[config.mk]
export PLATFORM = sky130hd
export DESIGN_NAME = acp_config_ctrl
export DESIGN_NICKNAME = d
export VERILOG_FILES = /design/src/hdl/acp_pkg.sv /design/src/hdl/acp_glitch_filter.sv /design/src/hdl/acp_config_ctrl.sv
export VERILOG_INCLUDE_DIRS = /design/src /design/src/hdl
export SDC_FILE = /design/constraint.sdc
export NUM_CORES = 1
export LEC_CHECK = 0
export ABC_AREA = 0
export ABC_CLOCK_PERIOD_IN_PS = 5800
export BUFFER_PORTS_ARGS = -buffer_cell sky130_fd_sc_hd__buf_2
export CAP_MARGIN = 40
export CORE_MARGIN = 1.5
export CORE_UTILIZATION = 35
export DETAILED_ROUTE_END_ITERATION = 10
export HOLD_SLACK_MARGIN = 0.08
export SLEW_MARGIN = 0
export SYNTH_ARGS = -nofsm -noshare
export SYNTH_HDL_FRONTEND = slang
export SYNTH_SLANG_ARGS = --single-unit
[constraint.sdc]
create_clock -name clock -period 5.8 [get_ports clock]
set_clock_uncertainty 0.1 [all_clocks]
set_input_delay 1.16 -clock clock [delete_from_list [all_inputs] [get_ports clock]]
set_output_delay 1.16 -clock clock [all_outputs]
set_load 0.01 [all_outputs]
[src/hdl/acp_defines.svh]
`ifndef ACP_DEFINES_SVH
`define ACP_DEFINES_SVH

// Clock and timing figures
`define ACP_CLK_PERIOD_NS 5
`define ACP_GLITCH_NS     50
`define ACP_GLITCH_CYC    (`ACP_GLITCH_NS / `ACP_CLK_PERIOD_NS)
`define ACP_ABORT_NS      1000
`define ACP_ABORT_CYC     (`ACP_ABORT_NS / `ACP_CLK_PERIOD_NS)

// Bus activity is remembered this many cycles after the last line edge
`define ACP_ACT_HOLD      4'h4

// Successive-approximation trials per conversion
`define ACP_NUM_TRIALS    12

// Configuration register layout
`define ACP_CFG_RESET     16'h0000
`define ACP_CFG_WMASK     16'h7FFF
`define ACP_B_NDS         14
`define ACP_B_NDT         13
`define ACP_B_AUTO        12
`define ACP_B_PSD1        11
`define ACP_B_PSD0        10
`define ACP_B_DIF1        9
`define ACP_B_DIF0        8
`define ACP_B_RNG_HI      7
`define ACP_B_RNG_LO      4
`define ACP_B_FILT        3
`define ACP_B_PIN_HI      2
`define ACP_B_PIN_LO      1
`define ACP_B_POL         0

// Pin function codes in D2:D1
`define ACP_PIN_OFF       2'h0
`define ACP_PIN_BUSY      2'h1
`define ACP_PIN_ALERT     2'h2
`define ACP_PIN_CLEAR     2'h3

`endif

[src/hdl/acp_pkg.sv]
package acp_pkg;

	// Conversion sequencer states
	typedef enum logic [1:0] {
		ACP_IDLE,
		ACP_SAMPLE,
		ACP_TRIAL
	} acp_state_t;

endpackage : acp_pkg

[src/hdl/acp_glitch_filter.sv]
`timescale 1ns/1ps
`include "acp_defines.svh"

module acp_glitch_filter (
	input  wire logic clock,    // System clock
	input  wire logic rstn,     // Async reset, active low
	input  wire logic line_in,  // Raw bus line, asynchronous
	input  wire logic bypass,   // High removes the filtering
	output logic      line_out  // Synchronised, filtered line
);

	logic       sync1_reg;
	logic       sync2_reg;
	logic       filt_reg;
	logic       filt_next;
	logic [3:0] cnt_reg;
	logic [3:0] cnt_next;

	// Two-stage synchroniser; idle bus level is high
	always_ff @(posedge clock or negedge rstn) begin
		if (!rstn) begin
			sync1_reg <= 1'b1;
			sync2_reg <= 1'b1;
		end else begin
			sync1_reg <= line_in;
			sync2_reg <= sync1_reg;
		end
	end

	// A new level must hold for the full glitch window before it passes
	always_comb begin
		filt_next = filt_reg;
		cnt_next  = 4'h0;
		if (bypass) begin
			filt_next = sync2_reg;
		end else if (sync2_reg != filt_reg) begin
			if (cnt_reg == 4'(`ACP_GLITCH_CYC - 1)) begin
				filt_next = sync2_reg;
			end else begin
				cnt_next = cnt_reg + 4'h1;
			end
		end
	end

	always_ff @(posedge clock or negedge rstn) begin
		if (!rstn) begin
			filt_reg <= 1'b1;
			cnt_reg  <= 4'h0;
		end else begin
			filt_reg <= filt_next;
			cnt_reg  <= cnt_next;
		end
	end

	assign line_out = filt_reg;

endmodule : acp_glitch_filter

[src/hdl/acp_config_ctrl.sv]
`timescale 1ns/1ps
`include "acp_defines.svh"

// What this block does
// Delay sampling, delay trials, filters enabled at power-up
// Postpone sampling while the bus is active
// Hold bit trials while the bus is active
// Disabled delay gives a fixed sampling instant
// Postponement beyond one microsecond aborts the conversion
// Filter rejects bus pulses under 50 ns
// Host should keep bus idle during conversions
// Code 00 leaves the event pin silent
// Code 01 makes the pin a busy output
// Code 10 makes the pin an alert output
// Code 11 clears pin, flag and alert status
// After clear the pin field reads 10
// D0 sets alert polarity, D12 enables autocycle
// D8-D11 enable differential and pseudo-differential pairs
// Sixteen-bit register, D14-D0 read/write, D15 always reads zero, zero at power-up

module acp_config_ctrl (
	input  wire logic        clock,         // System clock, 200 MHz
	input  wire logic        rstn,          // Async reset, active low
	input  wire logic        scl_pin,       // Bus clock line, asynchronous
	input  wire logic        sda_pin,       // Bus data line, asynchronous
	input  wire logic        cfg_wr_en,     // One-cycle register write strobe
	input  wire logic [15:0] cfg_wr_data,   // Register write data
	output logic      [15:0] cfg_rd_data,   // Register read-back
	input  wire logic        conv_start,    // One-cycle conversion request
	input  wire logic        limit_alert,   // One-cycle limit violation
	output logic             pin_out,       // Event/busy pin level
	output logic             pin_oe,        // Event/busy pin drive enable
	output logic             sample_strobe, // One-cycle sampling instant
	output logic             trial_strobe,  // One-cycle bit trial
	output logic             conv_abort,    // One-cycle conversion abort
	output logic             conv_done,     // One-cycle conversion end
	output logic             clear_alerts,  // One-cycle flag and status clear
	output logic             autocycle_en,  // Autocycle mode enable
	output logic      [1:0]  diff_pair,     // Differential pair enables
	output logic      [1:0]  pseudo_pair,   // Pseudo-differential enables
	output logic      [3:0]  range_2x       // Double input range enables
);

	logic [1:0] line_filt;
	logic [1:0] line_prev_reg;
	logic [3:0] act_reg;
	logic [3:0] act_next;
	logic       bus_act;

	logic [15:0] cfg_reg;
	logic [15:0] cfg_next;
	logic        clear_next;
	logic        pend_reg;
	logic        pend_next;

	acp_pkg::acp_state_t st_reg;
	acp_pkg::acp_state_t st_next;
	logic [7:0] wait_reg;
	logic [7:0] wait_next;
	logic [3:0] bits_reg;
	logic [3:0] bits_next;
	logic       sample_next;
	logic       trial_next;
	logic       abort_next;
	logic       done_next;
	logic       pin_out_next;
	logic       pin_oe_next;

	// One filter per bus line; D3 high bypasses them
	genvar gi;
	generate
		for (gi = 0; gi < 2; gi++) begin : g_filt
			acp_glitch_filter u_filt (
				.clock    (clock),
				.rstn     (rstn),
				.line_in  ((gi == 0) ? scl_pin : sda_pin),
				.bypass   (cfg_reg[`ACP_B_FILT]),
				.line_out (line_filt[gi])
			);
		end
	endgenerate

	// Bus activity: any edge on either line, held a few cycles so that
	// closely spaced edges count as one busy stretch
	always_comb begin
		act_next = (act_reg != 4'h0) ? act_reg - 4'h1 : 4'h0;
		if (line_filt != line_prev_reg) begin
			act_next = `ACP_ACT_HOLD;
		end
	end

	always_ff @(posedge clock or negedge rstn) begin
		if (!rstn) begin
			line_prev_reg <= 2'h3;
			act_reg       <= 4'h0;
		end else begin
			line_prev_reg <= line_filt;
			act_reg       <= act_next;
		end
	end

	assign bus_act = (act_reg != 4'h0);

	// Register writes; a clear code is stored as alert mode
	always_comb begin
		cfg_next   = cfg_reg;
		clear_next = 1'b0;
		pend_next  = pend_reg;
		if (cfg_wr_en) begin
			cfg_next = cfg_wr_data & `ACP_CFG_WMASK;
			if (cfg_wr_data[`ACP_B_PIN_HI:`ACP_B_PIN_LO] == `ACP_PIN_CLEAR) begin
				cfg_next[`ACP_B_PIN_HI:`ACP_B_PIN_LO] = `ACP_PIN_ALERT;
				clear_next = 1'b1;
				pend_next  = 1'b0;
			end
		end
		// A violation in the clear cycle survives the clear
		if (limit_alert) begin
			pend_next = 1'b1;
		end
	end

	always_ff @(posedge clock or negedge rstn) begin
		if (!rstn) begin
			cfg_reg      <= `ACP_CFG_RESET;
			clear_alerts <= 1'b0;
			pend_reg     <= 1'b0;
		end else begin
			cfg_reg      <= cfg_next;
			clear_alerts <= clear_next;
			pend_reg     <= pend_next;
		end
	end

	// Conversion sequencer: sampling instant, then the bit trials
	always_comb begin
		st_next     = st_reg;
		wait_next   = wait_reg;
		bits_next   = bits_reg;
		sample_next = 1'b0;
		trial_next  = 1'b0;
		abort_next  = 1'b0;
		done_next   = 1'b0;
		case (st_reg)
			acp_pkg::ACP_IDLE: begin
				if (conv_start) begin
					st_next   = acp_pkg::ACP_SAMPLE;
					wait_next = 8'h00;
				end
			end
			acp_pkg::ACP_SAMPLE: begin
				if (!cfg_reg[`ACP_B_NDS] && bus_act) begin
					if (wait_reg == 8'(`ACP_ABORT_CYC)) begin
						abort_next = 1'b1;
						st_next    = acp_pkg::ACP_IDLE;
					end else begin
						wait_next = wait_reg + 8'h01;
					end
				end else begin
					sample_next = 1'b1;
					st_next     = acp_pkg::ACP_TRIAL;
					bits_next   = 4'(`ACP_NUM_TRIALS - 1);
				end
			end
			acp_pkg::ACP_TRIAL: begin
				// Held trials stretch the conversion time
				if (cfg_reg[`ACP_B_NDT] || !bus_act) begin
					trial_next = 1'b1;
					if (bits_reg == 4'h0) begin
						done_next = 1'b1;
						st_next   = acp_pkg::ACP_IDLE;
					end else begin
						bits_next = bits_reg - 4'h1;
					end
				end
			end
			default: begin
				st_next = acp_pkg::ACP_IDLE;
			end
		endcase
	end

	// Event pin: silent, busy, or alert with selectable polarity
	always_comb begin
		pin_oe_next  = 1'b0;
		pin_out_next = 1'b0;
		case (cfg_reg[`ACP_B_PIN_HI:`ACP_B_PIN_LO])
			`ACP_PIN_BUSY: begin
				pin_oe_next  = 1'b1;
				pin_out_next = (st_reg != acp_pkg::ACP_IDLE);
			end
			`ACP_PIN_ALERT: begin
				pin_oe_next  = 1'b1;
				pin_out_next = ~(pend_reg ^ cfg_reg[`ACP_B_POL]);
			end
			default: begin
				pin_oe_next = 1'b0;
			end
		endcase
	end

	always_ff @(posedge clock or negedge rstn) begin
		if (!rstn) begin
			st_reg        <= acp_pkg::ACP_IDLE;
			wait_reg      <= 8'h00;
			bits_reg      <= 4'h0;
			sample_strobe <= 1'b0;
			trial_strobe  <= 1'b0;
			conv_abort    <= 1'b0;
			conv_done     <= 1'b0;
			pin_out       <= 1'b0;
			pin_oe        <= 1'b0;
		end else begin
			st_reg        <= st_next;
			wait_reg      <= wait_next;
			bits_reg      <= bits_next;
			sample_strobe <= sample_next;
			trial_strobe  <= trial_next;
			conv_abort    <= abort_next;
			conv_done     <= done_next;
			pin_out       <= pin_out_next;
			pin_oe        <= pin_oe_next;
		end
	end

	// Mode outputs and read-back, all registered copies of the register
	always_ff @(posedge clock or negedge rstn) begin
		if (!rstn) begin
			cfg_rd_data  <= `ACP_CFG_RESET;
			autocycle_en <= 1'b0;
			diff_pair    <= 2'h0;
			pseudo_pair  <= 2'h0;
			range_2x     <= 4'h0;
		end else begin
			cfg_rd_data  <= cfg_reg;
			autocycle_en <= cfg_reg[`ACP_B_AUTO];
			diff_pair    <= cfg_reg[`ACP_B_DIF1:`ACP_B_DIF0];
			pseudo_pair  <= cfg_reg[`ACP_B_PSD1:`ACP_B_PSD0];
			range_2x     <= cfg_reg[`ACP_B_RNG_HI:`ACP_B_RNG_LO];
		end
	end

	cfg_reset_a: assert property (@(posedge clock) $rose(rstn) |-> cfg_reg == 16'h0000)
		else $error("config not zero after reset");

	samp_hold_a: assert property (@(posedge clock) disable iff (!rstn)
		(st_reg == acp_pkg::ACP_SAMPLE && !cfg_reg[`ACP_B_NDS] && bus_act)
		|=> !sample_strobe)
		else $error("sample taken during bus activity");

	trial_hold_a: assert property (@(posedge clock) disable iff (!rstn)
		(st_reg == acp_pkg::ACP_TRIAL && !cfg_reg[`ACP_B_NDT] && bus_act)
		|=> !trial_strobe && st_reg == acp_pkg::ACP_TRIAL)
		else $error("bit trial during bus activity");

	fixed_samp_a: assert property (@(posedge clock) disable iff (!rstn)
		(st_reg == acp_pkg::ACP_SAMPLE && cfg_reg[`ACP_B_NDS])
		|=> sample_strobe && st_reg == acp_pkg::ACP_TRIAL)
		else $error("fixed sample not taken at once");

	abort_time_a: assert property (@(posedge clock) disable iff (!rstn)
		(st_reg == acp_pkg::ACP_SAMPLE && !cfg_reg[`ACP_B_NDS] && bus_act
		 && wait_reg == 8'(`ACP_ABORT_CYC))
		|=> conv_abort && st_reg == acp_pkg::ACP_IDLE)
		else $error("overlong postponement not aborted");

	pin_off_a: assert property (@(posedge clock) disable iff (!rstn)
		(cfg_reg[2:1] == 2'h0) |=> !pin_oe)
		else $error("pin driven while disabled");

	busy_pin_a: assert property (@(posedge clock) disable iff (!rstn)
		(cfg_reg[2:1] == 2'h1)
		|=> pin_oe && pin_out == ($past(st_reg) != acp_pkg::ACP_IDLE))
		else $error("busy pin wrong");

	alert_pin_a: assert property (@(posedge clock) disable iff (!rstn)
		(cfg_reg[2:1] == 2'h2)
		|=> pin_oe && pin_out == ($past(pend_reg) == $past(cfg_reg[0])))
		else $error("alert pin wrong");

	clear_cmd_a: assert property (@(posedge clock) disable iff (!rstn)
		(cfg_wr_en && cfg_wr_data[2:1] == 2'h3 && !limit_alert)
		|=> clear_alerts && !pend_reg ##1 (!clear_alerts || $past(cfg_wr_en)))
		else $error("clear command not applied");

	clear_read_a: assert property (@(posedge clock) disable iff (!rstn)
		(cfg_wr_en && cfg_wr_data[2:1] == 2'h3) |=> ##1 cfg_rd_data[2:1] == 2'h2)
		else $error("clear code did not read back as alert mode");

	// Read-back lags a write by two edges; a write right after it cannot disturb it
	rd_back_a: assert property (@(posedge clock) disable iff (!rstn)
		(cfg_wr_en && cfg_wr_data[`ACP_B_PIN_HI:`ACP_B_PIN_LO] != `ACP_PIN_CLEAR)
		|=> ##1 cfg_rd_data == $past(cfg_wr_data & `ACP_CFG_WMASK, 2))
		else $error("register read-back wrong");

	mode_copy_a: assert property (@(posedge clock) disable iff (!rstn)
		autocycle_en == $past(cfg_reg[`ACP_B_AUTO])
		&& diff_pair == $past(cfg_reg[`ACP_B_DIF1:`ACP_B_DIF0])
		&& pseudo_pair == $past(cfg_reg[`ACP_B_PSD1:`ACP_B_PSD0]))
		else $error("mode outputs do not follow the register");

	done_last_a: assert property (@(posedge clock) disable iff (!rstn)
		conv_done |-> trial_strobe && st_reg == acp_pkg::ACP_IDLE)
		else $error("conversion end without final trial");

endmodule : acp_config_ctrl

==> flow_summary.html, run 1 <==
<table>
<tr><th>Metric</th><th>Value</th></tr>
<tr><th colspan="2">Floorplanning</th></tr>
<tr><td># rows</td><td>33</td></tr>
<tr><td>Starting density of the core</td><td>36.06%</td></tr>
<tr><td>Die W</td><td>95.01 microns</td></tr>
<tr><td>I/O pin total</td><td>55</td></tr>
<tr><td>Area of the die</td><td>9026 sq um</td></tr>
<tr><td>Die Height</td><td>95.01 microns</td></tr>
<tr><td>Core region area</td><td>8217 sq um</td></tr>
<tr><th colspan="2">Layout</th></tr>
<tr><td>Most frequent standard cell in the layout excluding fill and tap cells</td><td>sky130_fd_sc_hd__dfrtp_1</td></tr>
<tr><td>Fraction of final layout cells sized beyond drive strength 1</td><td>34.02%</td></tr>
<tr><td>ANT cells</td><td>0</td></tr>
<tr><td>Post-layout net count</td><td>320</td></tr>
<tr><td>Non-filler instance count after layout</td><td>396</td></tr>
<tr><td>Max FFs per register</td><td>15</td></tr>
<tr><td>Most used cells in the layout excluding fill and tap cells</td><td>64 x sky130_fd_sc_hd__dfrtp_1, 52 x sky130_fd_sc_hd__buf_2, 18 x sky130_fd_sc_hd__inv_1, 17 x sky130_fd_sc_hd__nor2_1, 15 x sky130_fd_sc_hd__mux2_2</td></tr>
<tr><td>Area added between synthesis and finish</td><td>17.02%</td></tr>
<tr><th colspan="2">Critical path</th></tr>
<tr><td>Maximum fanout encountered on the critical timing path</td><td>2</td></tr>
<tr><td>R2r startpoint</td><td>bits_reg[0]</td></tr>
<tr><td>Worst setup SP type</td><td>flop</td></tr>
<tr><td>WP data arrival</td><td>860 ps</td></tr>
<tr><td>CP Data Required Time</td><td>4540 ps</td></tr>
<tr><td>Cells along the critical path</td><td>buf_2</td></tr>
<tr><td>First element of the critical path</td><td>cfg_rd_data[11]</td></tr>
<tr><td>Worst Path Buf+Inv</td><td>1</td></tr>
<tr><td>Worst stage delay on the critical path</td><td>380 ps</td></tr>
<tr><td>Critical path capture point type</td><td>output port</td></tr>
<tr><td>Type of the setup path with the least slack</td><td>flop to output port</td></tr>
<tr><td>Category of cells accounting for the largest share of critical-path delay</td><td>flip-flops</td></tr>
<tr><td>Cell with the largest stage delay on the worst path</td><td>sky130_fd_sc_hd__dfrtp_1</td></tr>
<tr><th colspan="2">CTS</th></tr>
<tr><td>Number of clock sinks</td><td>72</td></tr>
<tr><td>Post-CTS setup-driven buffer insertion count</td><td>0</td></tr>
<tr><td>CTS tree</td><td>done</td></tr>
<tr><td>Number of resized instances in the post-cts repair step</td><td>0</td></tr>
<tr><td>Cts bufs inserted</td><td>9</td></tr>
<tr><td>CTS clock-pin slew for the worst setup and hold paths</td><td>80 ps</td></tr>
<tr><td>Number of hold buffers added after CTS</td><td>0</td></tr>
<tr><td>Clock latency reported for the late side of the worst-skew pair</td><td>340 ps</td></tr>
<tr><td>Max Buffers Root-to-Sink</td><td>2</td></tr>
<tr><td>CTS root buffer</td><td>sky130_fd_sc_hd__clkbuf_8</td></tr>
<tr><td>H-tree depth</td><td>3</td></tr>
<tr><th colspan="2">Synthesis</th></tr>
<tr><td>Post-synthesis sequential area ratio</td><td>61.15%</td></tr>
<tr><td>Number of enable-type register cells in the synthesized netlist</td><td>0</td></tr>
<tr><td>Synth Instances</td><td>236</td></tr>
<tr><td>Net Count, Synth</td><td>270</td></tr>
<tr><td>Number of warnings printed during yosys synthesis</td><td>0</td></tr>
<tr><td>FFs w/ async S/R, synth</td><td>100.0%</td></tr>
<tr><td>Post-synthesis sequential element count</td><td>72</td></tr>
<tr><td>Ys flop type</td><td>sky130_fd_sc_hd__dfrtp_1</td></tr>
<tr><td>Synth cell types</td><td>43</td></tr>
<tr><td>Synth Area per Inst</td><td>12.55 sq um</td></tr>
<tr><td>Mapped Area</td><td>2963 sq um</td></tr>
<tr><th colspan="2">Placed design</th></tr>
<tr><td>Setup Slack @ Placement</td><td>3590 ps</td></tr>
<tr><td>Count of buffers inserted at the top-level ports</td><td>52</td></tr>
<tr><td>Number of placed instances, taps included</td><td>380</td></tr>
<tr><td>Global placement routability congestion</td><td>0.8285</td></tr>
<tr><td>Detailed placement HPWL</td><td>3261 microns</td></tr>
<tr><th colspan="2">Global routing</th></tr>
<tr><td>Grt ovf</td><td>0</td></tr>
<tr><td>Global router's overall resource usage</td><td>11.96%</td></tr>
<tr><td>Global-route wire length before repair</td><td>7990 microns</td></tr>
<tr><td>Number of antenna violations at the first check in global routing</td><td>0</td></tr>
<tr><td>Maximum number of pins on one net before global-route repair</td><td>54</td></tr>
<tr><td>Vias in the first global route</td><td>1,750</td></tr>
<tr><th colspan="2">Drt</th></tr>
<tr><td>Detailed Route WL</td><td>4776 microns</td></tr>
<tr><td>Post-route DRC</td><td>0</td></tr>
<tr><td>Vias per inst</td><td>4.556</td></tr>
<tr><td>DRC marker count from the first detailed-route iteration</td><td>70</td></tr>
<tr><td>Vias after detailed routing</td><td>1,804</td></tr>
<tr><td>TritonRoute pass-1 iters</td><td>4</td></tr>
<tr><td>Final routed wire length divided by cell count</td><td>12.06 microns</td></tr>
<tr><td>Antenna Violating Nets Remaining</td><td>0</td></tr>
<tr><th colspan="2">Timing</th></tr>
<tr><td>Final-report hold violation count</td><td>0</td></tr>
<tr><td>Final worst path period need</td><td>2116 ps</td></tr>
<tr><td>Highest clock frequency the design can meet</td><td>472.6 MHz</td></tr>
<tr><td>Headroom to the max-slew limit</td><td>57.74%</td></tr>
<tr><td>Transition time at the pin with the least slew margin</td><td>629.2 ps</td></tr>
<tr><td>Setup TNS</td><td>0 ps</td></tr>
<tr><td>Final slew viol count</td><td>0</td></tr>
<tr><td>Number of failing setup endpoints in the final timing report</td><td>0</td></tr>
<tr><td>Setup ws final</td><td>3684 ps</td></tr>
<tr><td>Tcrit/Tclk final</td><td>36.48%</td></tr>
<tr><td>RSZ-0062 raised after global routing</td><td>false</td></tr>
<tr><th colspan="2">Pwr</th></tr>
<tr><td>Power Dens Cells</td><td>378.5 nW/um^2</td></tr>
<tr><td>Largest voltage drop on the vdd net</td><td>0.0001440 V</td></tr>
<tr><td>Leakage power of the design</td><td>0.001656 uW</td></tr>
<tr><th colspan="2">Worst hold path</th></tr>
<tr><td>Critical hold path startpoint</td><td>g_filt[0].u_filt.sync1_reg</td></tr>
<tr><td>Worst hold path type</td><td>flop to flop</td></tr>
<tr><th colspan="2">Flow run</th></tr>
<tr><td>Max-cap violations</td><td>0</td></tr>
<tr><th colspan="2">Outcome</th></tr>
<tr><td>Outcome</td><td>finished clean</td></tr>
</table>
-- power breakdown --
group / switching, uW / internal (uW) / total [uW]
Clock: 179 / 196 / 376
Sequential: 78.1 / 591 / 669
Combinational: 144 / 123 / 267
Total: 402 / 910 / 1310
-- per-stage QoR --
stage                     hold WS, ps  instance area, sq um  power [uW]  util (%)
final                           256.8                  3467        1312     42.20
after global routing            267.5                  3467        1400     42.20
after CTS                       257.5                  3467        1332     42.20
after detailed placement        246.8                  3286       949.6     39.99
after global placement          245.4                  3258       937.7     39.65
after floorplan                 245.2                  2963       870.3         -
-- cells in the mapped netlist, types with 2 or more instances --
library cell                n  area (sq um)
sky130_fd_sc_hd__a21oi_1    4         20.02
sky130_fd_sc_hd__xor2_1     6         52.55
sky130_fd_sc_hd__and3_1     3         18.77
sky130_fd_sc_hd__o211ai_1   2         15.01
sky130_fd_sc_hd__xnor2_1    5         43.79
sky130_fd_sc_hd__nand2_1   10         37.54
sky130_fd_sc_hd__buf_4     10         75.07
sky130_fd_sc_hd__o21ai_0    9         45.04
sky130_fd_sc_hd__and2b_1    2         15.01
sky130_fd_sc_hd__or3_1      3         18.77
sky130_fd_sc_hd__nand3_1    4         20.02
sky130_fd_sc_hd__buf_2      2         10.01
sky130_fd_sc_hd__a31oi_1    5         31.28
sky130_fd_sc_hd__and2_1     2         12.51
sky130_fd_sc_hd__nor2_1    17         63.81
sky130_fd_sc_hd__dfstp_2    8         210.2
sky130_fd_sc_hd__mux2i_1    6         60.06
sky130_fd_sc_hd__mux2_2    15         168.9
sky130_fd_sc_hd__ha_1      11         137.6
sky130_fd_sc_hd__inv_1     18         67.56
sky130_fd_sc_hd__dfrtp_1   64          1602
sky130_fd_sc_hd__nor3_2     4         40.04
sky130_fd_sc_hd__nor3_1     5         25.02
sky130_fd_sc_hd__clkbuf_1   2         7.510
-- final cells by class --
type | count | area [sq um]
Fill cell | 787 | 4750
Multi-Input combinational cell | 131 | 979.7
Clock inverter | 5 | 50.05
Inverter | 18 | 67.56
Sequential cell | 72 | 1812
Timing Repair Buffer | 54 | 295.3
Clock buffer | 11 | 131.4
Tap cell | 105 | 131.4
-- cell families (layout without fill, tap and decap cells) --
family | Yosys count | after routing | share of synthesized area [%]
other | 1 | 1 | 0.1266
flip-flops | 72 | 72 | 61.15
adder cells (fa/ha/maj) | 11 | 11 | 4.645
AO/OA/AOI/OAI | 27 | 27 | 5.574
XOR/XNOR | 11 | 11 | 3.252
AND/OR/NAND/NOR | 60 | 60 | 11.74
multiplexers | 21 | 21 | 7.728
buffers and inverters | 33 | 88 | 5.785
-- final timing paths --
| path | endpoint | slack (ps) | cells past startpoint |
|---|---|---|---|
| setup / recovery | pseudo_pair[1] | 3680 | 1 |
| hold / removal | g_filt[0].u_filt.sync2_reg | 260 | 0 |
| setup reg to reg | bits_reg[1] | 3800 | 6 |
| hold reg to reg | g_filt[0].u_filt.sync2_reg | 260 | 0 |
| max in group asynchronous | g_filt[1].u_filt.line_out | 4330 | 3 |
| min in group asynchronous | g_filt[1].u_filt.cnt_reg[1] | 670 | 2 |
-- layer usage --
| layer | up-vias | global-route usage, % | part of all wire (%) |
|---|---|---|---|
| li1 | 879 | - | - |
| met1 | 874 | 15.23 | 47 |
| met2 | 39 | 17.62 | 45 |
| met3 | 12 | 4.187 | 5.4 |
| met4 | 0 | 6.716 | 2.7 |
| met5 | - | 0 | 0 |
(Power assumes the default switching activity.)
==> inputs of run 2 (changes only) <==
--- a/config.mk
+++ b/config.mk
@@ -7,7 +7,7 @@
 export NUM_CORES = 1
 export LEC_CHECK = 0
 export ABC_AREA = 0
-export ABC_CLOCK_PERIOD_IN_PS = 5800
+export ABC_CLOCK_PERIOD_IN_PS = 2000
 export BUFFER_PORTS_ARGS = -buffer_cell sky130_fd_sc_hd__buf_2
 export CAP_MARGIN = 40
 export CORE_MARGIN = 1.5
==> constraint.sdc (replaced) <==
create_clock -name clock -period 2 [get_ports clock]
set_clock_uncertainty 0.1 [all_clocks]
set_input_delay 0.4 -clock clock [delete_from_list [all_inputs] [get_ports clock]]
set_output_delay 0.4 -clock clock [all_outputs]
set_load 0.01 [all_outputs]
==> run 2 against run 1 <==
  * Core utilization is 1.5 points higher
  * Setup slack got worse by 3600 ps
  * Non-clock buffer count increased by 5
  * Sequential power grew to 2.9 times the previous value
  * Highest routed layer unchanged
  * Via count up 1.5%
  * Total power increased to 3.1 times the previous value
  * Register-to-register slack worse by 3700 ps
  * Sequential share of layout area down 1.8 points
  * Combinational power rose to 3.3 times the previous value
  * Clock-buffer cell count unchanged
  * Cell count up 1.5%
  * Clock power rose to 3.5 times the previous value
==> flow_summary.html, run 2 (same netlist as run 1, synthesis figures left out) <==
<table>
<tr><th>Metric</th><th>Value</th></tr>
<tr><th colspan="2">Floorplanning</th></tr>
<tr><td>I/O pin total</td><td>55 (unchanged)</td></tr>
<tr><td># rows</td><td>33 (unchanged)</td></tr>
<tr><td>Core region area</td><td>8217 sq um (unchanged)</td></tr>
<tr><td>Area of the die</td><td>9026 sq um (unchanged)</td></tr>
<tr><td>Die Height</td><td>95.01 microns (unchanged)</td></tr>
<tr><td>Die W</td><td>95.01 microns (unchanged)</td></tr>
<tr><td>Starting density of the core</td><td>36.06% (unchanged)</td></tr>
<tr><th colspan="2">Timing</th></tr>
<tr><td>Final slew viol count</td><td>0 (unchanged)</td></tr>
<tr><td>Number of failing setup endpoints in the final timing report</td><td>0 (unchanged)</td></tr>
<tr><td>Final worst path period need</td><td>1921 ps</td></tr>
<tr><td>Final-report hold violation count</td><td>0 (unchanged)</td></tr>
<tr><td>Setup TNS</td><td>0 ps (unchanged)</td></tr>
<tr><td>RSZ-0062 raised after global routing</td><td>false (unchanged)</td></tr>
<tr><td>Tcrit/Tclk final</td><td>96.06%</td></tr>
<tr><td>Highest clock frequency the design can meet</td><td>520.5 MHz</td></tr>
<tr><th colspan="2">Critical path</th></tr>
<tr><td>Cell with the largest stage delay on the worst path</td><td>sky130_fd_sc_hd__or3b_4 (was sky130_fd_sc_hd__dfrtp_1)</td></tr>
<tr><td>CP Data Required Time</td><td>2160 ps (was 4540 ps)</td></tr>
<tr><td>Worst stage delay on the critical path</td><td>490 ps (was 380 ps)</td></tr>
<tr><td>Cells along the critical path</td><td>inv_2 &gt; ha_1 &gt; nor3b_4 &gt; or3b_4 &gt; or3_1 &gt; o21ai_0 (was buf_2)</td></tr>
<tr><td>Worst Path Buf+Inv</td><td>1 (unchanged)</td></tr>
<tr><td>Type of the setup path with the least slack</td><td>flop to flop (was flop to output port)</td></tr>
<tr><td>Critical path capture point type</td><td>flop (was output port)</td></tr>
<tr><td>Category of cells accounting for the largest share of critical-path delay</td><td>simple AND/OR/NAND/NOR gates (was flip-flops)</td></tr>
<tr><td>Maximum fanout encountered on the critical timing path</td><td>7 (was 2)</td></tr>
<tr><td>WP data arrival</td><td>2080 ps (was 860 ps)</td></tr>
<tr><td>Worst setup SP type</td><td>flop (unchanged)</td></tr>
<tr><th colspan="2">Drt</th></tr>
<tr><td>Final routed wire length divided by cell count</td><td>11.92 microns (was 12.06 microns)</td></tr>
<tr><td>Post-route DRC</td><td>0 (unchanged)</td></tr>
<tr><td>Detailed Route WL</td><td>4792 microns (was 4776 microns)</td></tr>
<tr><td>Vias after detailed routing</td><td>1,831 (was 1,804)</td></tr>
<tr><td>Antenna Violating Nets Remaining</td><td>0 (unchanged)</td></tr>
<tr><td>DRC marker count from the first detailed-route iteration</td><td>48 (was 70)</td></tr>
<tr><td>Vias per inst</td><td>4.555 (was 4.556)</td></tr>
<tr><td>TritonRoute pass-1 iters</td><td>4 (unchanged)</td></tr>
<tr><th colspan="2">CTS</th></tr>
<tr><td>Clock latency reported for the late side of the worst-skew pair</td><td>340 ps (about the same)</td></tr>
<tr><td>CTS root buffer</td><td>sky130_fd_sc_hd__clkbuf_8 (unchanged)</td></tr>
<tr><td>Post-CTS setup-driven buffer insertion count</td><td>0 (unchanged)</td></tr>
<tr><td>CTS clock-pin slew for the worst setup and hold paths</td><td>80 ps (about the same)</td></tr>
<tr><td>Cts bufs inserted</td><td>9 (unchanged)</td></tr>
<tr><td>Max Buffers Root-to-Sink</td><td>2 (unchanged)</td></tr>
<tr><td>Number of clock sinks</td><td>72 (unchanged)</td></tr>
<tr><td>CTS tree</td><td>done (unchanged)</td></tr>
<tr><td>H-tree depth</td><td>3 (unchanged)</td></tr>
<tr><th colspan="2">Global routing</th></tr>
<tr><td>Number of antenna violations at the first check in global routing</td><td>0 (unchanged)</td></tr>
<tr><td>Global-route wire length before repair</td><td>7859 microns (was 7990 microns)</td></tr>
<tr><td>Grt ovf</td><td>0 (unchanged)</td></tr>
<tr><td>Global router's overall resource usage</td><td>11.64% (was 11.96%)</td></tr>
<tr><td>Maximum number of pins on one net before global-route repair</td><td>60 (was 54)</td></tr>
<tr><td>Vias in the first global route</td><td>1,748 (was 1,750)</td></tr>
<tr><th colspan="2">Placed design</th></tr>
<tr><td>Detailed placement HPWL</td><td>3280 microns (was 3261 microns)</td></tr>
<tr><td>Global placement routability congestion</td><td>0.8206 (was 0.8285)</td></tr>
<tr><td>Count of buffers inserted at the top-level ports</td><td>52 (unchanged)</td></tr>
<tr><th colspan="2">Layout</th></tr>
<tr><td>Area added between synthesis and finish</td><td>21.20% (was 17.02%)</td></tr>
<tr><td>Max FFs per register</td><td>15 (unchanged)</td></tr>
<tr><td>Post-layout net count</td><td>326 (was 320)</td></tr>
<tr><td>Fraction of final layout cells sized beyond drive strength 1</td><td>36.03% (was 34.02%)</td></tr>
<tr><td>Number of filler instances in the final layout</td><td>793 (was 787)</td></tr>
<tr><td>Most frequent standard cell in the layout excluding fill and tap cells</td><td>sky130_fd_sc_hd__dfrtp_1 (unchanged)</td></tr>
<tr><td>Util after Layout</td><td>43.70% (was 42.20%)</td></tr>
<tr><td>ANT cells</td><td>0 (unchanged)</td></tr>
<tr><td>Most used cells in the layout excluding fill and tap cells</td><td>64 x sky130_fd_sc_hd__dfrtp_1, 52 x sky130_fd_sc_hd__buf_2, 17 x sky130_fd_sc_hd__inv_1, 17 x sky130_fd_sc_hd__nor2_1, 15 x sky130_fd_sc_hd__mux2_2 (was 64 x sky130_fd_sc_hd__dfrtp_1, 52 x sky130_fd_sc_hd__buf_2, 18 x sky130_fd_sc_hd__inv_1, 17 x sky130_fd_sc_hd__nor2_1, 15 x sky130_fd_sc_hd__mux2_2)</td></tr>
<tr><th colspan="2">Outcome</th></tr>
<tr><td>Outcome</td><td>finished clean (unchanged)</td></tr>
<tr><th colspan="2">Pwr</th></tr>
<tr><td>Leakage power of the design</td><td>0.001705 uW (was 0.001656 uW)</td></tr>
<tr><td>Power Dens Cells</td><td>1141 nW/um^2 (was 378.5 nW/um^2)</td></tr>
<tr><td>Largest voltage drop on the vdd net</td><td>0.0004265 V (was 0.0001440 V)</td></tr>
<tr><td>Power Total</td><td>4097 uW (was 1312 uW)</td></tr>
<tr><th colspan="2">Flow run</th></tr>
<tr><td>Max-cap violations</td><td>0 (unchanged)</td></tr>
<tr><th colspan="2">Worst hold path</th></tr>
<tr><td>Worst hold path type</td><td>primary input to flop (was flop to flop)</td></tr>
</table>
==> run 2: final timing paths <==
path                                                 start                          end  slack [ps]  cells after the start
worst max-delay path                            act_reg[0]                  wait_reg[0]          80                      6
worst min-delay path                           limit_alert                     pend_reg         150                      2
worst max register to register                  act_reg[0]                  wait_reg[0]          80                      6
worst min register to register  g_filt[0].u_filt.sync1_reg   g_filt[0].u_filt.sync2_reg         260                      0
max in group asynchronous                             rstn   g_filt[0].u_filt.sync1_reg         770                      3
min in group asynchronous                             rstn  g_filt[1].u_filt.cnt_reg[1]         390                      2
==> run 2: layer usage <==
layer / vias to the layer above / share of wire (%) / routed length [microns] / GRT usage (%)
met1: 891 / 47 / 2259 / 14.76
met2: 38 / 46 / 2220 / 17.98
met5: - / 0 / 0 / 0
met3: 9 / 4.8 / 232 / 4.106
met4: 0 / 1.7 / 80 / 4.851
li1: 893 / - / - / -
==> run 2: layout make-up <==
class / instances / area [sq um] / share of cell area (%)
Clock buffer: 11 / 151.4 / 4.216
Tap cell: 105 / 131.4 / 3.659
Clock inverter: 5 / 78.83 / 2.195
Multi-Input combinational cell: 132 / 1017 / 28.33
Inverter: 18 / 67.56 / 1.882
Timing Repair Buffer: 59 / 332.8 / 9.268
Sequential cell: 72 / 1812 / 50.45
==> run 2: what timing repair did <==
| item | in CTS | in global routing |
|---|---|---|
| resized for setup | 0 | 8 |
| endpoints found under the setup margin | 0 | 6 |
| endpoints found under the hold margin | 15 | 0 |
| hold buffers | 3 | 0 |
==> run 2: where the power goes <==
| group | switching [uW] | leakage [uW] | internal [uW] |
|---|---|---|---|
| sequential | 215 | 0.000878 | 1710 |
| clock | 527 | 0.000119 | 768 |
| combinational | 472 | 0.000708 | 402 |
==> run 2: through the flow <==
| step | instance area, sq um | hold WS (ps) | instances | setup WS [ps] |
|---|---|---|---|---|
| floorplan | 2963 | 4.409 | 236 | 192.8 |
| global placement | 3293 | 221.6 | 382 | 98.35 |
| detailed placement | 3293 | 223.6 | 382 | 53.68 |
| CTS | 3553 | 130.7 | 401 | 30.86 |
| global route | 3591 | 147.9 | 402 | 5.951 |
| finish | 3591 | 147.1 | 402 | 78.72 |
